==> config.mk <==
export PLATFORM = sky130hd
export DESIGN_NAME = ppm_port2_mux
export DESIGN_NICKNAME = d
export VERILOG_FILES = /design/src/logic/ppm_pkg.sv /design/src/logic/ppm_port2_mux.sv
export SDC_FILE = /design/constraint.sdc
export NUM_CORES = 1
export LEC_CHECK = 0
export BUFFER_PORTS_ARGS = -buffer_cell sky130_fd_sc_hd__buf_2
export CAP_MARGIN = 20
export CORE_UTILIZATION = 30
export DETAILED_ROUTE_END_ITERATION = 12
export RECOVER_POWER = 25
export SETUP_SLACK_MARGIN = 0.4
export SLEW_MARGIN = 20
export SYNTH_ARGS = -nofsm -noshare
export SYNTH_HDL_FRONTEND = slang
export SYNTH_SLANG_ARGS = --single-unit
==> constraint.sdc <==
create_clock -name i_sys_clk -period 2.55 [get_ports i_sys_clk]
set_clock_uncertainty 0.1 [all_clocks]
set_input_delay 0.1275 -clock i_sys_clk [delete_from_list [all_inputs] [get_ports i_sys_clk]]
set_output_delay 0.1275 -clock i_sys_clk [all_outputs]
set_load 0.05 [all_outputs]
==> src/logic/ppm_pkg.sv <==
// Purpose: constants for the port 2 pin function selector
// Assumes: timer field encodings as used by the pulse timer unit
// Notes: mode and io-control codes are 4 bits, clear source 3 bits for channel 3 and 2 bits for channels 4 and 5
package ppm_pkg;
    // ------------------------------------------------------------
    // timer mode codes
    // ------------------------------------------------------------
    localparam logic [3:0] MODE_NORMAL = 4'h0;
    localparam logic [3:0] MODE_PWM1 = 4'h2;
    localparam logic [3:0] MODE_PWM2 = 4'h3;
    // ------------------------------------------------------------
    // pwm mode 2 clear-source exceptions per pin
    // ------------------------------------------------------------
    localparam logic [2:0] CLR_P0 = 3'h1;
    localparam logic [2:0] CLR_P1 = 3'h2;
    localparam logic [2:0] CLR_P2 = 3'h5;
    localparam logic [2:0] CLR_P3 = 3'h6;
    localparam logic [1:0] CLR_CHA = 2'h1;
    localparam logic [1:0] CLR_CHB = 2'h2;
    // ------------------------------------------------------------
    // reset values
    // ------------------------------------------------------------
    localparam logic [7:0] DRAIN_RST = 8'h00;
    localparam logic [7:0] PIN_RST = 8'h00;
endpackage : ppm_pkg

==> src/logic/ppm_port2_mux.sv <==
// Purpose: pin function selector for the eight lines of port 2
// Assumes: control fields come from registers on i_sys_clk
// Notes: pins 0-2 follow variant A, pins 3-7 variant B
`timescale 1ns/10ps
`default_nettype none
// Contract
// RQ1 - pin1 carries t3 channel B output
// RQ2 - pin0 carries t3 channel A output
// RQ3 - pin2 feeds or drives t3 channel C
// RQ4 - pwm1 C kills D; buffer frees pin2
// RQ5 - no timer: direction, latch or pattern
// RQ6 - pattern reaches pins when route 0
// RQ7 - timer reaches pins when route 0
// RQ8 - pins 0-2 feed alternate interrupts
// RQ9 - i2c lines always open drain
// RQ10 - i2c enable owns pins 7, 6
// RQ11 - pin7 capture/compare t5 channel B
// RQ12 - pin6 capture/compare t5 channel A
// RQ13 - pin6 feeds adc external trigger
// RQ14 - expanded: wait input owns pin5
// RQ15 - single-chip: pin5 ignores wait enable; code still honours it when i_external_bus_on is set
// RQ16 - pin5 drives byte timer 1 output
// RQ17 - pin4 byte timer0, rx, port order
// RQ18 - serial rx reaches pin4 when route 0
// RQ19 - pin3 drives serial transmit data
// RQ20 - pins 5,4 feed t4 captures
// RQ21 - pin3 feeds t3 D only mode 0000
// RQ22 - drain bit selects open-drain output
// RQ23 - selection registered, one cycle later
// RQ24 - other timer settings leave port control
module ppm_port2_mux (
    // clock and reset
    input wire logic i_sys_clk,
    input wire logic i_reset_n,
    // timer channel 3
    input wire logic [3:0] i_t3_mode,
    input wire logic [3:0] i_t3_io_a,
    input wire logic [3:0] i_t3_io_b,
    input wire logic [3:0] i_t3_io_c,
    input wire logic [3:0] i_t3_io_d,
    input wire logic [2:0] i_t3_clr,
    input wire logic i_t3_buf_a,
    input wire logic i_t3_buf_b,
    input wire logic [3:0] i_t3_out,
    // timer channels 4 and 5
    input wire logic [3:0] i_t4_mode,
    input wire logic [3:0] i_t4_io_a,
    input wire logic [3:0] i_t4_io_b,
    input wire logic [1:0] i_t4_clr,
    input wire logic [1:0] i_t4_out,
    input wire logic [3:0] i_t5_mode,
    input wire logic [3:0] i_t5_io_a,
    input wire logic [3:0] i_t5_io_b,
    input wire logic [1:0] i_t5_clr,
    input wire logic [1:0] i_t5_out,
    // port and pattern unit
    input wire logic [7:0] i_direction,
    input wire logic [7:0] i_latch,
    input wire logic [7:0] i_pattern_bit_enable,
    input wire logic [7:0] i_pattern_out,
    input wire logic [7:0] i_drain_select,
    // route selects
    input wire logic i_pattern_route_sel,
    input wire logic i_timer_route_sel,
    input wire logic i_byte_timer_route_sel,
    input wire logic i_wait_pin_route_sel,
    input wire logic i_rx4_route_sel,
    input wire logic [2:0] i_irq_route_sel,
    // byte timers, serial, i2c, adc, bus
    input wire logic [3:0] i_bt0_compare_out_sel,
    input wire logic [3:0] i_bt1_compare_out_sel,
    input wire logic [1:0] i_bytetimer_out,
    input wire logic i_sci4_rx_on,
    input wire logic i_sci4_tx_on,
    input wire logic i_serial4_tx_line,
    input wire logic i_iic2_enable,
    input wire logic i_scl_out,
    input wire logic i_sda_out,
    input wire logic i_adc_ext_trigger_sel,
    input wire logic [1:0] i_adc_trigger_sel,
    input wire logic i_single_chip_mode,
    input wire logic i_external_bus_on,
    input wire logic i_wait_pin_on,
    // pins
    input wire logic [7:0] i_pin,
    output logic [7:0] o_pin,
    output logic [7:0] o_pin_oe,
    // inputs delivered to peripherals
    output logic [3:0] o_t3_capture,
    output logic [1:0] o_t4_capture,
    output logic [1:0] o_t5_capture,
    output logic [2:0] o_ext_int_alt,
    output logic o_serial4_rx_line,
    output logic o_adc1_ext_trigger,
    output logic o_bus_wait,
    output logic o_scl_in,
    output logic o_sda_in
);
    // ------------------------------------------------------------
    // pin input synchroniser
    // ------------------------------------------------------------
    logic [7:0] pin_s1_q;
    logic [7:0] pin_q;
    always_ff @(posedge i_sys_clk or negedge i_reset_n) begin
        if (!i_reset_n) begin
            pin_s1_q <= ppm_pkg::PIN_RST;
            pin_q <= ppm_pkg::PIN_RST;
        end else begin
            pin_s1_q <= i_pin;
            pin_q <= pin_s1_q;
        end
    end

    // ------------------------------------------------------------
    // timer ownership decode
    // ------------------------------------------------------------
    logic [7:0] tmr_own;
    logic [7:0] tmr_val;
    logic t3_nrm;
    logic t4_nrm;
    logic t5_nrm;
    logic t3_buf;
    logic t3c_pwm1;
    logic t3a_pwm1;
    logic t4a_pwm1;
    logic t5a_pwm1;
    // compare output io codes 0001-0011 and 0101-0111
    function automatic logic oc(input logic [3:0] io);
        oc = !io[3] && (io[1:0] != 2'h0);
    endfunction
    // capture io code 10xx
    function automatic logic cap(input logic [3:0] io);
        cap = (io[3:2] == 2'h2);
    endfunction
    always_comb begin
        t3_nrm = (i_t3_mode == ppm_pkg::MODE_NORMAL);
        t4_nrm = (i_t4_mode == ppm_pkg::MODE_NORMAL) ||
                 (i_t4_mode[3:2] == 2'h1);
        t5_nrm = (i_t5_mode == ppm_pkg::MODE_NORMAL) ||
                 (i_t5_mode[3:2] == 2'h1);
        t3_buf = i_t3_buf_a || i_t3_buf_b; // [RQ4]
        t3a_pwm1 = (i_t3_mode == ppm_pkg::MODE_PWM1) &&
                   (i_t3_io_a[1:0] != 2'h0);
        t3c_pwm1 = (i_t3_mode == ppm_pkg::MODE_PWM1) &&
                   (i_t3_io_c[1:0] != 2'h0);
        t4a_pwm1 = (i_t4_mode == ppm_pkg::MODE_PWM1) &&
                   (i_t4_io_a[1:0] != 2'h0);
        t5a_pwm1 = (i_t5_mode == ppm_pkg::MODE_PWM1) &&
                   (i_t5_io_a[1:0] != 2'h0);
        tmr_own = 8'h00;
        // pin 0: channel 3 A
        tmr_own[0] = (t3_nrm && oc(i_t3_io_a)) || t3a_pwm1 ||
            ((i_t3_mode == ppm_pkg::MODE_PWM2) &&
             (i_t3_io_a[1:0] != 2'h0) &&
             (i_t3_clr != ppm_pkg::CLR_P0)); // [RQ2]
        // pin 1: channel 3 B, off when A runs pwm mode 1
        tmr_own[1] = !t3a_pwm1 && ((t3_nrm && oc(i_t3_io_b)) ||
            ((i_t3_mode == ppm_pkg::MODE_PWM2) &&
             (i_t3_io_b[1:0] != 2'h0) &&
             (i_t3_clr != ppm_pkg::CLR_P1))); // [RQ1]
        // pin 2: channel 3 C, released in buffer mode
        tmr_own[2] = !t3_buf && ((t3_nrm && oc(i_t3_io_c)) ||
            t3c_pwm1 ||
            ((i_t3_mode == ppm_pkg::MODE_PWM2) &&
             (i_t3_io_c[1:0] != 2'h0) &&
             (i_t3_clr != ppm_pkg::CLR_P2))); // [RQ3] [RQ4]
        // pin 3: channel 3 D, off when C runs pwm mode 1
        tmr_own[3] = !t3c_pwm1 && ((t3_nrm && oc(i_t3_io_d)) ||
            ((i_t3_mode == ppm_pkg::MODE_PWM2) &&
             (i_t3_io_d[1:0] != 2'h0) &&
             (i_t3_clr != ppm_pkg::CLR_P3))); // [RQ4]
        // pin 4: channel 4 A
        tmr_own[4] = (t4_nrm && oc(i_t4_io_a)) || t4a_pwm1 ||
            ((i_t4_mode == ppm_pkg::MODE_PWM2) &&
             (i_t4_io_a[1:0] != 2'h0) &&
             (i_t4_clr != ppm_pkg::CLR_CHA));
        // pin 5: channel 4 B
        tmr_own[5] = !t4a_pwm1 && ((t4_nrm && oc(i_t4_io_b)) ||
            ((i_t4_mode == ppm_pkg::MODE_PWM2) &&
             (i_t4_io_b[1:0] != 2'h0) &&
             (i_t4_clr != ppm_pkg::CLR_CHB)));
        // pin 6: channel 5 A
        tmr_own[6] = (t5_nrm && oc(i_t5_io_a)) || t5a_pwm1 ||
            ((i_t5_mode == ppm_pkg::MODE_PWM2) &&
             (i_t5_io_a[1:0] != 2'h0) &&
             (i_t5_clr != ppm_pkg::CLR_CHA)); // [RQ12]
        // pin 7: channel 5 B
        tmr_own[7] = !t5a_pwm1 && ((t5_nrm && oc(i_t5_io_b)) ||
            ((i_t5_mode == ppm_pkg::MODE_PWM2) &&
             (i_t5_io_b[1:0] != 2'h0) &&
             (i_t5_clr != ppm_pkg::CLR_CHB))); // [RQ11]
        // route select gates every timer pin
        if (i_timer_route_sel) begin
            tmr_own = 8'h00; // [RQ7] [RQ24]
        end
        tmr_val = {i_t5_out, i_t4_out, i_t3_out};
    end

    // ------------------------------------------------------------
    // per-pin function choice
    // ------------------------------------------------------------
    logic [7:0] out_d;
    logic [7:0] oe_d;
    logic [7:0] od_d;
    logic wait_own;
    logic rx_own;
    always_comb begin
        wait_own = !i_single_chip_mode || i_external_bus_on;
        wait_own = wait_own && i_wait_pin_on &&
                   i_wait_pin_route_sel; // [RQ14] [RQ15]
        rx_own = i_sci4_rx_on && !i_rx4_route_sel; // [RQ18]
        od_d = i_drain_select; // [RQ22]
        for (int k = 0; k < 8; k++) begin
            // port latch or pattern unit by direction
            oe_d[k] = i_direction[k]; // [RQ5]
            out_d[k] = (i_pattern_bit_enable[k] &&
                        !i_pattern_route_sel) ?
                       i_pattern_out[k] : i_latch[k]; // [RQ5] [RQ6]
            if (tmr_own[k]) begin
                oe_d[k] = 1'b1;
                out_d[k] = tmr_val[k];
            end
        end
        // pin 3: serial transmit below the timer
        if (!tmr_own[3] && i_sci4_tx_on) begin
            oe_d[3] = 1'b1;
            out_d[3] = i_serial4_tx_line; // [RQ19]
        end
        // pin 4: byte timer 0, then serial receive
        if (!tmr_own[4]) begin
            if ((i_bt0_compare_out_sel != 4'h0) &&
                !i_byte_timer_route_sel) begin
                oe_d[4] = 1'b1;
                out_d[4] = i_bytetimer_out[0]; // [RQ17]
            end else if (rx_own) begin
                oe_d[4] = 1'b0; // [RQ17]
            end
        end
        // pin 5: byte timer 1 below the timer, wait on top
        if (!tmr_own[5] && (i_bt1_compare_out_sel != 4'h0) &&
            !i_byte_timer_route_sel) begin
            oe_d[5] = 1'b1;
            out_d[5] = i_bytetimer_out[1]; // [RQ16]
        end
        if (wait_own) begin
            oe_d[5] = 1'b0; // [RQ14]
        end
        // pins 7, 6: i2c owns both, always open drain
        if (i_iic2_enable) begin
            out_d[7] = 1'b0;
            out_d[6] = 1'b0;
            oe_d[7] = !i_scl_out; // [RQ10]
            oe_d[6] = !i_sda_out; // [RQ10]
            od_d[7] = 1'b1; // [RQ9]
            od_d[6] = 1'b1; // [RQ9]
        end
        // open drain: drive low only, release for high
        for (int k = 0; k < 8; k++) begin
            if (od_d[k] && out_d[k]) begin
                oe_d[k] = 1'b0; // [RQ22]
            end
        end
    end

    // ------------------------------------------------------------
    // registered pin drive
    // ------------------------------------------------------------
    always_ff @(posedge i_sys_clk or negedge i_reset_n) begin
        if (!i_reset_n) begin
            o_pin <= ppm_pkg::PIN_RST;
            o_pin_oe <= ppm_pkg::DRAIN_RST;
        end else begin
            o_pin <= out_d; // [RQ23]
            o_pin_oe <= oe_d; // [RQ23]
        end
    end

    // ------------------------------------------------------------
    // inputs to peripherals from synchronised pins
    // ------------------------------------------------------------
    always_ff @(posedge i_sys_clk or negedge i_reset_n) begin
        if (!i_reset_n) begin
            o_t3_capture <= 4'h0;
            o_t4_capture <= 2'h0;
            o_t5_capture <= 2'h0;
            o_ext_int_alt <= 3'h0;
            o_serial4_rx_line <= 1'b1;
            o_adc1_ext_trigger <= 1'b0;
            o_bus_wait <= 1'b0;
            o_scl_in <= 1'b1;
            o_sda_in <= 1'b1;
        end else begin
            o_t3_capture[0] <= pin_q[0] && t3_nrm && cap(i_t3_io_a) &&
                               !i_timer_route_sel;
            o_t3_capture[1] <= pin_q[1] && t3_nrm && cap(i_t3_io_b) &&
                               !i_timer_route_sel;
            o_t3_capture[2] <= pin_q[2] && t3_nrm && cap(i_t3_io_c) &&
                               !i_timer_route_sel; // [RQ3]
            o_t3_capture[3] <= pin_q[3] && t3_nrm && cap(i_t3_io_d) &&
                               !i_timer_route_sel; // [RQ21]
            o_t4_capture[0] <= pin_q[4] && t4_nrm && cap(i_t4_io_a) &&
                               !i_timer_route_sel; // [RQ20]
            o_t4_capture[1] <= pin_q[5] && t4_nrm && cap(i_t4_io_b) &&
                               !i_timer_route_sel; // [RQ20]
            o_t5_capture[0] <= pin_q[6] && t5_nrm && i_t5_io_a[3] &&
                               !i_timer_route_sel; // [RQ12]
            o_t5_capture[1] <= pin_q[7] && t5_nrm && i_t5_io_b[3] &&
                               !i_timer_route_sel; // [RQ11]
            o_ext_int_alt <= pin_q[2:0] & i_irq_route_sel; // [RQ8]
            o_serial4_rx_line <= rx_own ? pin_q[4] : 1'b1;
            o_adc1_ext_trigger <= pin_q[6] && !i_adc_ext_trigger_sel &&
                                  (i_adc_trigger_sel == 2'h3); // [RQ13]
            o_bus_wait <= wait_own && pin_q[5]; // [RQ14]
            o_scl_in <= i_iic2_enable ? pin_q[7] : 1'b1;
            o_sda_in <= i_iic2_enable ? pin_q[6] : 1'b1;
        end
    end

    // ------------------------------------------------------------
    // checks
    // ------------------------------------------------------------
    property p_i2c_od;
        @(posedge i_sys_clk) disable iff (!i_reset_n)
        i_iic2_enable && i_scl_out |=> !o_pin_oe[7];
    endproperty
    a_i2c_od: assert property (p_i2c_od) else $error("scl driven"); // [RQ9]
    property p_wait;
        @(posedge i_sys_clk) disable iff (!i_reset_n)
        wait_own |=> !o_pin_oe[5];
    endproperty
    a_wait: assert property (p_wait) else $error("wait pin driven"); // [RQ14]
    property p_input;
        @(posedge i_sys_clk) disable iff (!i_reset_n)
        !tmr_own[1] && !i_direction[1] |=> !o_pin_oe[1];
    endproperty
    a_input: assert property (p_input) else $error("input driven"); // [RQ5]
    property p_route;
        @(posedge i_sys_clk) disable iff (!i_reset_n)
        i_timer_route_sel && (i_direction[2:0] == 3'h0)
        |=> o_pin_oe[2:0] == 3'h0;
    endproperty
    a_route: assert property (p_route) else $error("timer leak"); // [RQ7]
    property p_buf;
        @(posedge i_sys_clk) disable iff (!i_reset_n)
        t3_buf && !i_direction[2] |=> !o_pin_oe[2];
    endproperty
    a_buf: assert property (p_buf) else $error("buffer pin2 owned"); // [RQ4]
    property p_irq;
        @(posedge i_sys_clk) disable iff (!i_reset_n)
        i_irq_route_sel[0] && pin_q[0] |=> o_ext_int_alt[0];
    endproperty
    a_irq: assert property (p_irq) else $error("irq alt lost"); // [RQ8]
    property p_tx;
        @(posedge i_sys_clk) disable iff (!i_reset_n)
        i_sci4_tx_on && !tmr_own[3] && !i_drain_select[3]
        |=> o_pin_oe[3] && o_pin[3] == $past(i_serial4_tx_line);
    endproperty
    a_tx: assert property (p_tx) else $error("tx not on pin3"); // [RQ19]
    property p_pwm1;
        @(posedge i_sys_clk) disable iff (!i_reset_n)
        t3a_pwm1 && !i_direction[1] |=> !o_pin_oe[1];
    endproperty
    a_pwm1: assert property (p_pwm1) else $error("pin1 in pwm1"); // [RQ2]
    c_i2c: cover property (@(posedge i_sys_clk) i_iic2_enable);
    c_wait: cover property (@(posedge i_sys_clk) wait_own);
    c_tmr: cover property (@(posedge i_sys_clk) tmr_own[0]);
endmodule : ppm_port2_mux
`default_nettype wire

After elaboration in Yosys (flattened, before gate mapping)
Index checks and enable logic that the tools add are counted.
{ "totals": {"register_bits": 48, "input_bits": 141, "out_inout_bits": 32, "wordCells": 229} }
{ "op_classes": {"n_eq_ne": 23, "muxes": 49, "bitwise_logic": 1, "n_reduce_logical": 143} }
{ "ops": {"columns": ["op", "n"], "rows": [
  ["$logic_and 1x1->1", 91],
  ["$mux 1", 45],
  ["$eq 4x2->1 const B", 6],
  ["$logic_not 1->1", 23],
  ["$logic_or 1x1->1", 16],
  ["$reduce_bool 2->1", 8],
  ["$eq 2x2->1 const B", 7],
  ["$logic_not 4->1", 3],
  ["$mux 8", 1],
  ["$reduce_bool 4->1", 2],
  ["$mux 2", 3],
  ["$ne 3x3->1 const B", 2],
  ["$eq 2x1->1 const B", 2],
  ["$ne 2x1->1 const B", 2],
  ["$ne 2x2->1 const B", 2],
  ["$and 3x3->3", 1],
  ["$ne 3x1->1 const B", 1],
  ["$ne 3x2->1 const B", 1]
]} }

Depth between registers and ports, before layout
Gate-level depths: netlist (run 1).
{ "depth": {"ltp_word": 13, "mapped_depth": 6, "mapped_depth_nobuf": 5} }

Worst setup path after synthesis (run 1)
Ideal clock, no wire load.
{ "synth_timing": {"kind": "input -> register", "from": "in i_t3_mode[0]", "to": "reg o_pin_oe[1]", "setup_ps": 73, "arrival_ps": 1347, "setup_slack_ps": 1030, "cell_stages": 5, "n_path_buf": 0, "path_cell_list": "or4_4 o22ai_2 nand3_2 mux2_4 a21oi_2"} }
{ "synth_via": {"elab_chain_cells": 9, "elab_cells_between_ends": 15, "cone_classes": "eq/ne (2); mux (4); reduce/logical (9)"} }
{ "synth_rtl": {"columns": ["item", "line_no", "text"], "rows": [
  ["start, declared", "ppm_port2_mux.sv:36", "input wire logic [3:0] i_t3_mode,"],
  ["$eq 4x2->1", "ppm_port2_mux.sv:158", "((i_t3_mode == ppm_pkg::MODE_PWM2) &&"],
  ["$logic_and 1x1->1", "ppm_port2_mux.sv:158", null],
  ["$logic_and 1x1->1", "ppm_port2_mux.sv:159", "(i_t3_io_b[1:0] != 2'h0) &&"],
  ["$logic_or 1x1->1", "ppm_port2_mux.sv:157", "tmr_own[1] = !t3a_pwm1 && ((t3_nrm && oc(i_t3_io_b)) ||"],
  ["$logic_and 1x1->1 *", "ppm_port2_mux.sv:157", null],
  ["$mux 8 *", "ppm_port2_mux.sv:193", "if (i_timer_route_sel) begin"],
  ["$mux 1 *", "ppm_port2_mux.sv:219", "if (tmr_own[k]) begin"],
  ["named net out_d[1]", "ppm_port2_mux.sv:202", "logic [7:0] out_d;"],
  ["$logic_and 1x1->1 *", "ppm_port2_mux.sv:259", "if (od_d[k] && out_d[k]) begin"],
  ["$mux 1 *", "ppm_port2_mux.sv:259", null],
  ["named net oe_d[1]", "ppm_port2_mux.sv:203", "logic [7:0] oe_d;"],
  ["end signal, assigned", "ppm_port2_mux.sv:271", "o_pin_oe <= ppm_pkg::DRAIN_RST;"],
  ["end, declared", "ppm_port2_mux.sv:87", "output logic [7:0] o_pin_oe,"]
]} }
Mark *: on every way through the listed nets, which the timed path passes. The rest lies on a longest branch.

Worst setup path in the final report (run 1)
Same ends and word-level chain as after synthesis.

==> results of run 1 <==
==> kinds of logic after synthesis <==
group	after synthesis	share of synthesized area (%)
compound gates	38	11.4
buf+inv	7	1.23
flops	48	56.4
mux	19	9.95
simple gates	81	21.0
==> per-stage QoR <==
| stage | area, µm² | util (%) | setup WS (ps) | cells |
|---|---|---|---|---|
| floorplan | 2140 | - | 1030 | 193 |
| global placement | 3110 | 45.5 | 819 | 459 |
| detailed placement | 3110 | 45.5 | 805 | 459 |
| CTS | 3740 | 54.8 | 591 | 514 |
| global route | 3740 | 54.7 | 469 | 514 |
| finish | 3740 | 54.7 | 559 | 514 |
==> registers in the layout, summed over array words and instances (netlist names) <==
register,count
o_adc1_ext_trigger,1
o_ext_int_alt,3
pin_q,8
o_bus_wait,1
o_t3_capture,4
o_t5_capture,2
o_t4_capture,2
o_pin,8
o_pin_oe,8
o_serial4_rx_line,1
pin_s1_q,8
o_scl_in,1
o_sda_in,1
==> worst max-delay path, stage by stage <==
cell and delay, ps:
buf_2 120, or4_4 540, o22ai_2 220, nand3_2 110, mux2_4 320, a21oi_2 130
dlygate4sd3_1 560
==> synth_stat cells (all sizes together), types with 4 or more instances <==
library cell	instances	area share (%)
mux2i	4	1.9
dfrtp	45	53
mux2	15	8.1
nor2	21	3.7
nor3b	4	1.4
nand2b	14	4.1
inv	6	1.1
nand2	13	2.3
o21ai	10	2.3
nor3	9	2.1
a21oi	11	2.8
==> power breakdown <==
group	switching [mW]	total (mW)	internal, mW
clock	0.264	0.755	0.490
combinational	0.238	0.433	0.194
sequential	0.0115	0.816	0.805
==> layer usage <==
metal | share of wire [%] | vias to the layer above | routed length [µm] | track usage [%]
met4 | 0.96 | 0 | 62 | 5.30
li1 | - | 1134 | - | -
met5 | 0 | - | 0 | 0
met2 | 51 | 97 | 3280 | 31.0
met1 | 41 | 1049 | 2680 | 20.5
met3 | 6.9 | 7 | 445 | 3.90
==> final cells by class <==
type | instances | area [µm²]
fill | 642 | 3090
timing repair buffer | 218 | 1330
sequential | 48 | 1200
multi-input combinational | 138 | 906
tap | 96 | 120
clock inverter | 3 | 90.1
clock buffer | 5 | 68.8
inverter | 6 | 22.5
==> repair_timing <==
item / in CTS / in global routing
hold endpoints to repair: 60 / 0
resized for setup: 0 / 0
hold buffers: 47 / 0
buffers inserted: 0 / 0
==> final timing paths <==
kind	startpoint	to	slack, ps	cells after the start
setup / recovery	i_t3_mode[0]	o_pin_oe[1]	560	7
hold / removal	i_adc_ext_trigger_sel	o_adc1_ext_trigger	10	2
setup reg to reg	pin_q[5]	o_t4_capture[1]	1250	3
hold reg to reg	pin_s1_q[7]	pin_q[7]	260	0
max in group asynchronous	i_reset_n	o_scl_in	800	3
min in group asynchronous	i_reset_n	o_ext_int_alt[1]	510	2
==> summary.txt, run 1 <==
Floorplan
  • IO Count: 173
  • Starting Density: 31.3%
  • Die Width: 86.4 µm
  • Rows: 30
  • Core ar.: 6830 µm²
  • Die H: 86.4 µm
  • Full die area: 7460 µm²

Timing
  • RSZ-0062 raised after global routing: false
  • Setup TNS: 0 ps
  • Period minus WS final: 1990 ps
  • Period utilization: 78.1%
  • Slew HR: 16.7%
  • Max-slew violation count: 0
  • Worst hold margin: 11.9 ps
  • Final Hold Viols: 0
  • Worst-Margin Slew: 1250 ps
  • Highest Clock Rate: 502 MHz
  • # setup viols final: 0

Global route
  • Number of global-route vias before repair: between 2000 and 2500
  • Total grt overflow: 0
  • First-pass GRT wire length: 9940 µm
  • Initial antenna violation count: 0
  • Largest net degree at the start of global routing: 26
  • GRT Total Usage: 17.2%

Final layout
  • Fraction of layout cells with a size suffix above 1: 46.7%
  • Commonest non-fill, non-tap cell in the layout: buf_2
  • # diodes: 0
  • Synth-to-layout area growth: 74.9%
  • Most frequent cells in the layout: buf_2, dlygate4sd3_1, dfrtp_1
  • Final #Nets: 558

Routing
  • Routed WL: 6460 µm
  • Vias: 2287
  • WL per Instance: 12.6 µm
  • Drt initial violations: 59
  • TritonRoute pass-1 iters: 4
  • DRC viols: 0
  • Post-route ant nets: 0
  • Vias per cell: 4.45

Power and ir drop
  • Power Total: 2.00 mW
  • PD cells: roughly 540 nW/µm²
  • P_leak: about 1.9 nW
  • Maximum vdd drop: 0.282 mV

Clock network
  • Total CTS buffers: 5
  • CTS tree: yes
  • Skew-Pair Late Insertion Delay: 300 ps
  • Clock Sinks: 48
  • CTS max path bufs: 2
  • CTS clk-pin slew, worst paths: about 90 ps
  • Root Driver: clkbuf_8
  • H-tree depth: 2

Yosys
  • Yosys Warn Count: 0
  • Post-synth EDFFs: 0
  • Cell area after synthesis: about 2100 µm²
  • Register area share after synthesis: 56.4%
  • Syn avg cell area: ~11 µm²
  • #FFs+latches synth: 48
  • Synth Instances: slightly below 200
  • Post-synth cell types: 44
  • Ys async rst share: between 90% and 100%
  • Syn Nets: 334
  • Top FF cell, synth: dfrtp_1

Critical path
  • CP max FO: 5
  • Data arrival, critical path: 2130 ps
  • Worst Path Required: 2690 ps
  • Crit path kind: in -> reg
  • Crit path capture type: flip-flop
  • Worst setup SP type: input port

Min path
  • HP Class: in -> reg

Flow run
  • Maxcap violations: 0

Outcome
  • Status: completed

Placed design
  • Final GP Congestion: approximately 0.8
  • Final HPWL DP: 4980 µm
  • PortBufs: 170
No activity file was read; power rests on OpenSTA's default activity.
==> run 2, diff against run 1 <==
==> constraint.sdc (replaced) <==
create_clock -name i_sys_clk -period 1.9 [get_ports i_sys_clk]
set_clock_uncertainty 0.1 [all_clocks]
set_input_delay 0.095 -clock i_sys_clk [delete_from_list [all_inputs] [get_ports i_sys_clk]]
set_output_delay 0.095 -clock i_sys_clk [all_outputs]
set_load 0.05 [all_outputs]
==> summary.txt, run 2 (synthesis gave the netlist of run 1 again) <==
Outcome
  • Status: completed

Flow run
  • Maxcap violations: 0

Timing
  • Worst-Margin Slew: between 600 and 700 ps
  • Period minus WS final: 1420 ps
  • Period utilization: between 70% and 80%
  • Worst hold margin: ~4.6 ps
  • Highest Clock Rate: 706 MHz
  • Setup TNS: 0 ps
  • Setup ws final: roughly 480 ps
  • Slew HR: a little under three fifths
  • Final Hold Viols: 0
  • # setup viols final: 0
  • Max-slew violation count: 0
  • RSZ-0062 raised after global routing: false

Min path
  • HP Class: in -> reg

Global route
  • Number of global-route vias before repair: between 2000 and 2500
  • Initial antenna violation count: 0
  • Largest net degree at the start of global routing: 26
  • Total grt overflow: 0
  • GRT Total Usage: 18.8%
  • First-pass GRT wire length: 10800 µm

Power and ir drop
  • P_leak: 1.92 nW
  • Power Total: 2.43 mW
  • Seq pwr share: 45.1%
  • Int Power: 1.75 mW
  • Sw frac: between 20 and 30%
  • Sw Pwr: 0.683 mW
  • Comb pwr share: between 20% and 30%
  • Maximum vdd drop: 0.396 mV
  • PD cells: 645 nW/µm²
  • Clock power share: a little under a third

Routing
  • Post-route ant nets: 0
  • DRC viols: 0
  • Uppermost layer routed: met4
  • Routed WL: approximately 6700 µm
  • WL per Instance: 12.9 µm
  • Drt initial violations: 29
  • Metal2 WL: 3410 µm
  • TritonRoute pass-1 iters: 4
  • Vias per cell: 4.39
  • Met3 routed WL: 476 µm
  • M1 wire length: 2790 µm
  • Vias: around 2300

Placed design
  • Placed cell area: 3140 µm²
  • Post-Place Cells: 461
  • Final GP Congestion: 0.760
  • DP Worst Slack: 186 ps
  • PortBufs: between 150 and 200
  • Final HPWL DP: 5140 µm

Floorplan
  • Die Width: 86.4 µm
  • Starting Density: between 30% and 40%
  • Core ar.: between 6000 and 7000 µm²
  • Rows: 30
  • Full die area: 7460 µm²
  • IO Count: 173
  • Die H: 86.4 µm

Clock network
  • CTS max path bufs: 2
  • Setup bufs post-CTS: 0
  • H-tree depth: 2
  • Skew-Pair Late Insertion Delay: 290 ps
  • CTS tree: yes
  • Total CTS buffers: 5
  • Clock Sinks: 48
  • CTS clk-pin slew, worst paths: 90 ps
  • Root Driver: clkbuf_8

Critical path
  • CP max FO: 5
  • Worst setup SP type: input port
  • Crit path kind: in -> reg
  • Data arrival, critical path: 1550 ps
  • Worst Path Required: 2030 ps
  • Crit path capture type: flip-flop

Final layout
  • Fraction of layout cells with a size suffix above 1: 46.9%
  • Final std cells w/o fill: between 500 and 600
  • Util after Layout: 55.1%
  • Final #Nets: 564
  • # diodes: 0
  • Commonest non-fill, non-tap cell in the layout: buf_2
  • Most frequent cells in the layout: buf_2, dlygate4sd3_1, dfrtp_1
  • Synth-to-layout area growth: 76.1%
  • Final instance area: 3760 µm²
run 2: path summary, 6_finish.rpt:
| path | slack, ps | cells after the start | end | from |
|---|---|---|---|---|
| min in group asynchronous | 250 | 2 | pin_s1_q[2] | i_reset_n |
| max in group asynchronous | 820 | 3 | o_scl_in | i_reset_n |
| worst max-delay path | 480 | 6 | o_pin_oe[1] | i_t3_mode[0] |
| worst min-delay path | 5 | 3 | o_pin_oe[6] | i_direction[6] |
| worst min register to register | 250 | 0 | pin_q[4] | pin_s1_q[4] |
| worst max register to register | 550 | 2 | o_adc1_ext_trigger | pin_q[6] |
run 2: per-layer routing:
metal  vias to the layer above  global-route usage (%)
met4                         0                    3.64
li1                       1142                       -
met5                         -                       0
met2                        99                    34.1
met1                      1035                    22.9
met3                         6                    4.29
run 2: repair_timing:
item	4_1_cts	5_1_grt
gates resized for setup	0	2
hold buffers	51	0
endpoints found under the hold margin	61	0
endpoints found under the setup margin	0	2
run 2: area by class of cell:
class / instances / area, µm²
multi-input combinational: 138 / 911
clock inverter: 2 / 35.0
timing repair buffer: 224 / 1400
sequential: 48 / 1200
fill: 649 / 3070
clock buffer: 6 / 72.6
tap: 96 / 120
inverter: 6 / 22.5
run 2: critical path: stages:
cell     delay [ps]
buf_2           120
or4_4           550
o22ai_2         220
nand3_2         110
mux2_4          320
a21oi_2         130
run 2: power by group through the flow:
stage                     Combinational (mW)  Clock (mW)  Sequential [mW]
after floorplan                        0.120           0             1.26
after global placement                 0.516           0             1.11
after detailed placement               0.523           0             1.12
after CTS                              0.603       0.761             1.09
after global routing                   0.651       0.793             1.10
final                                  0.601       0.731             1.10
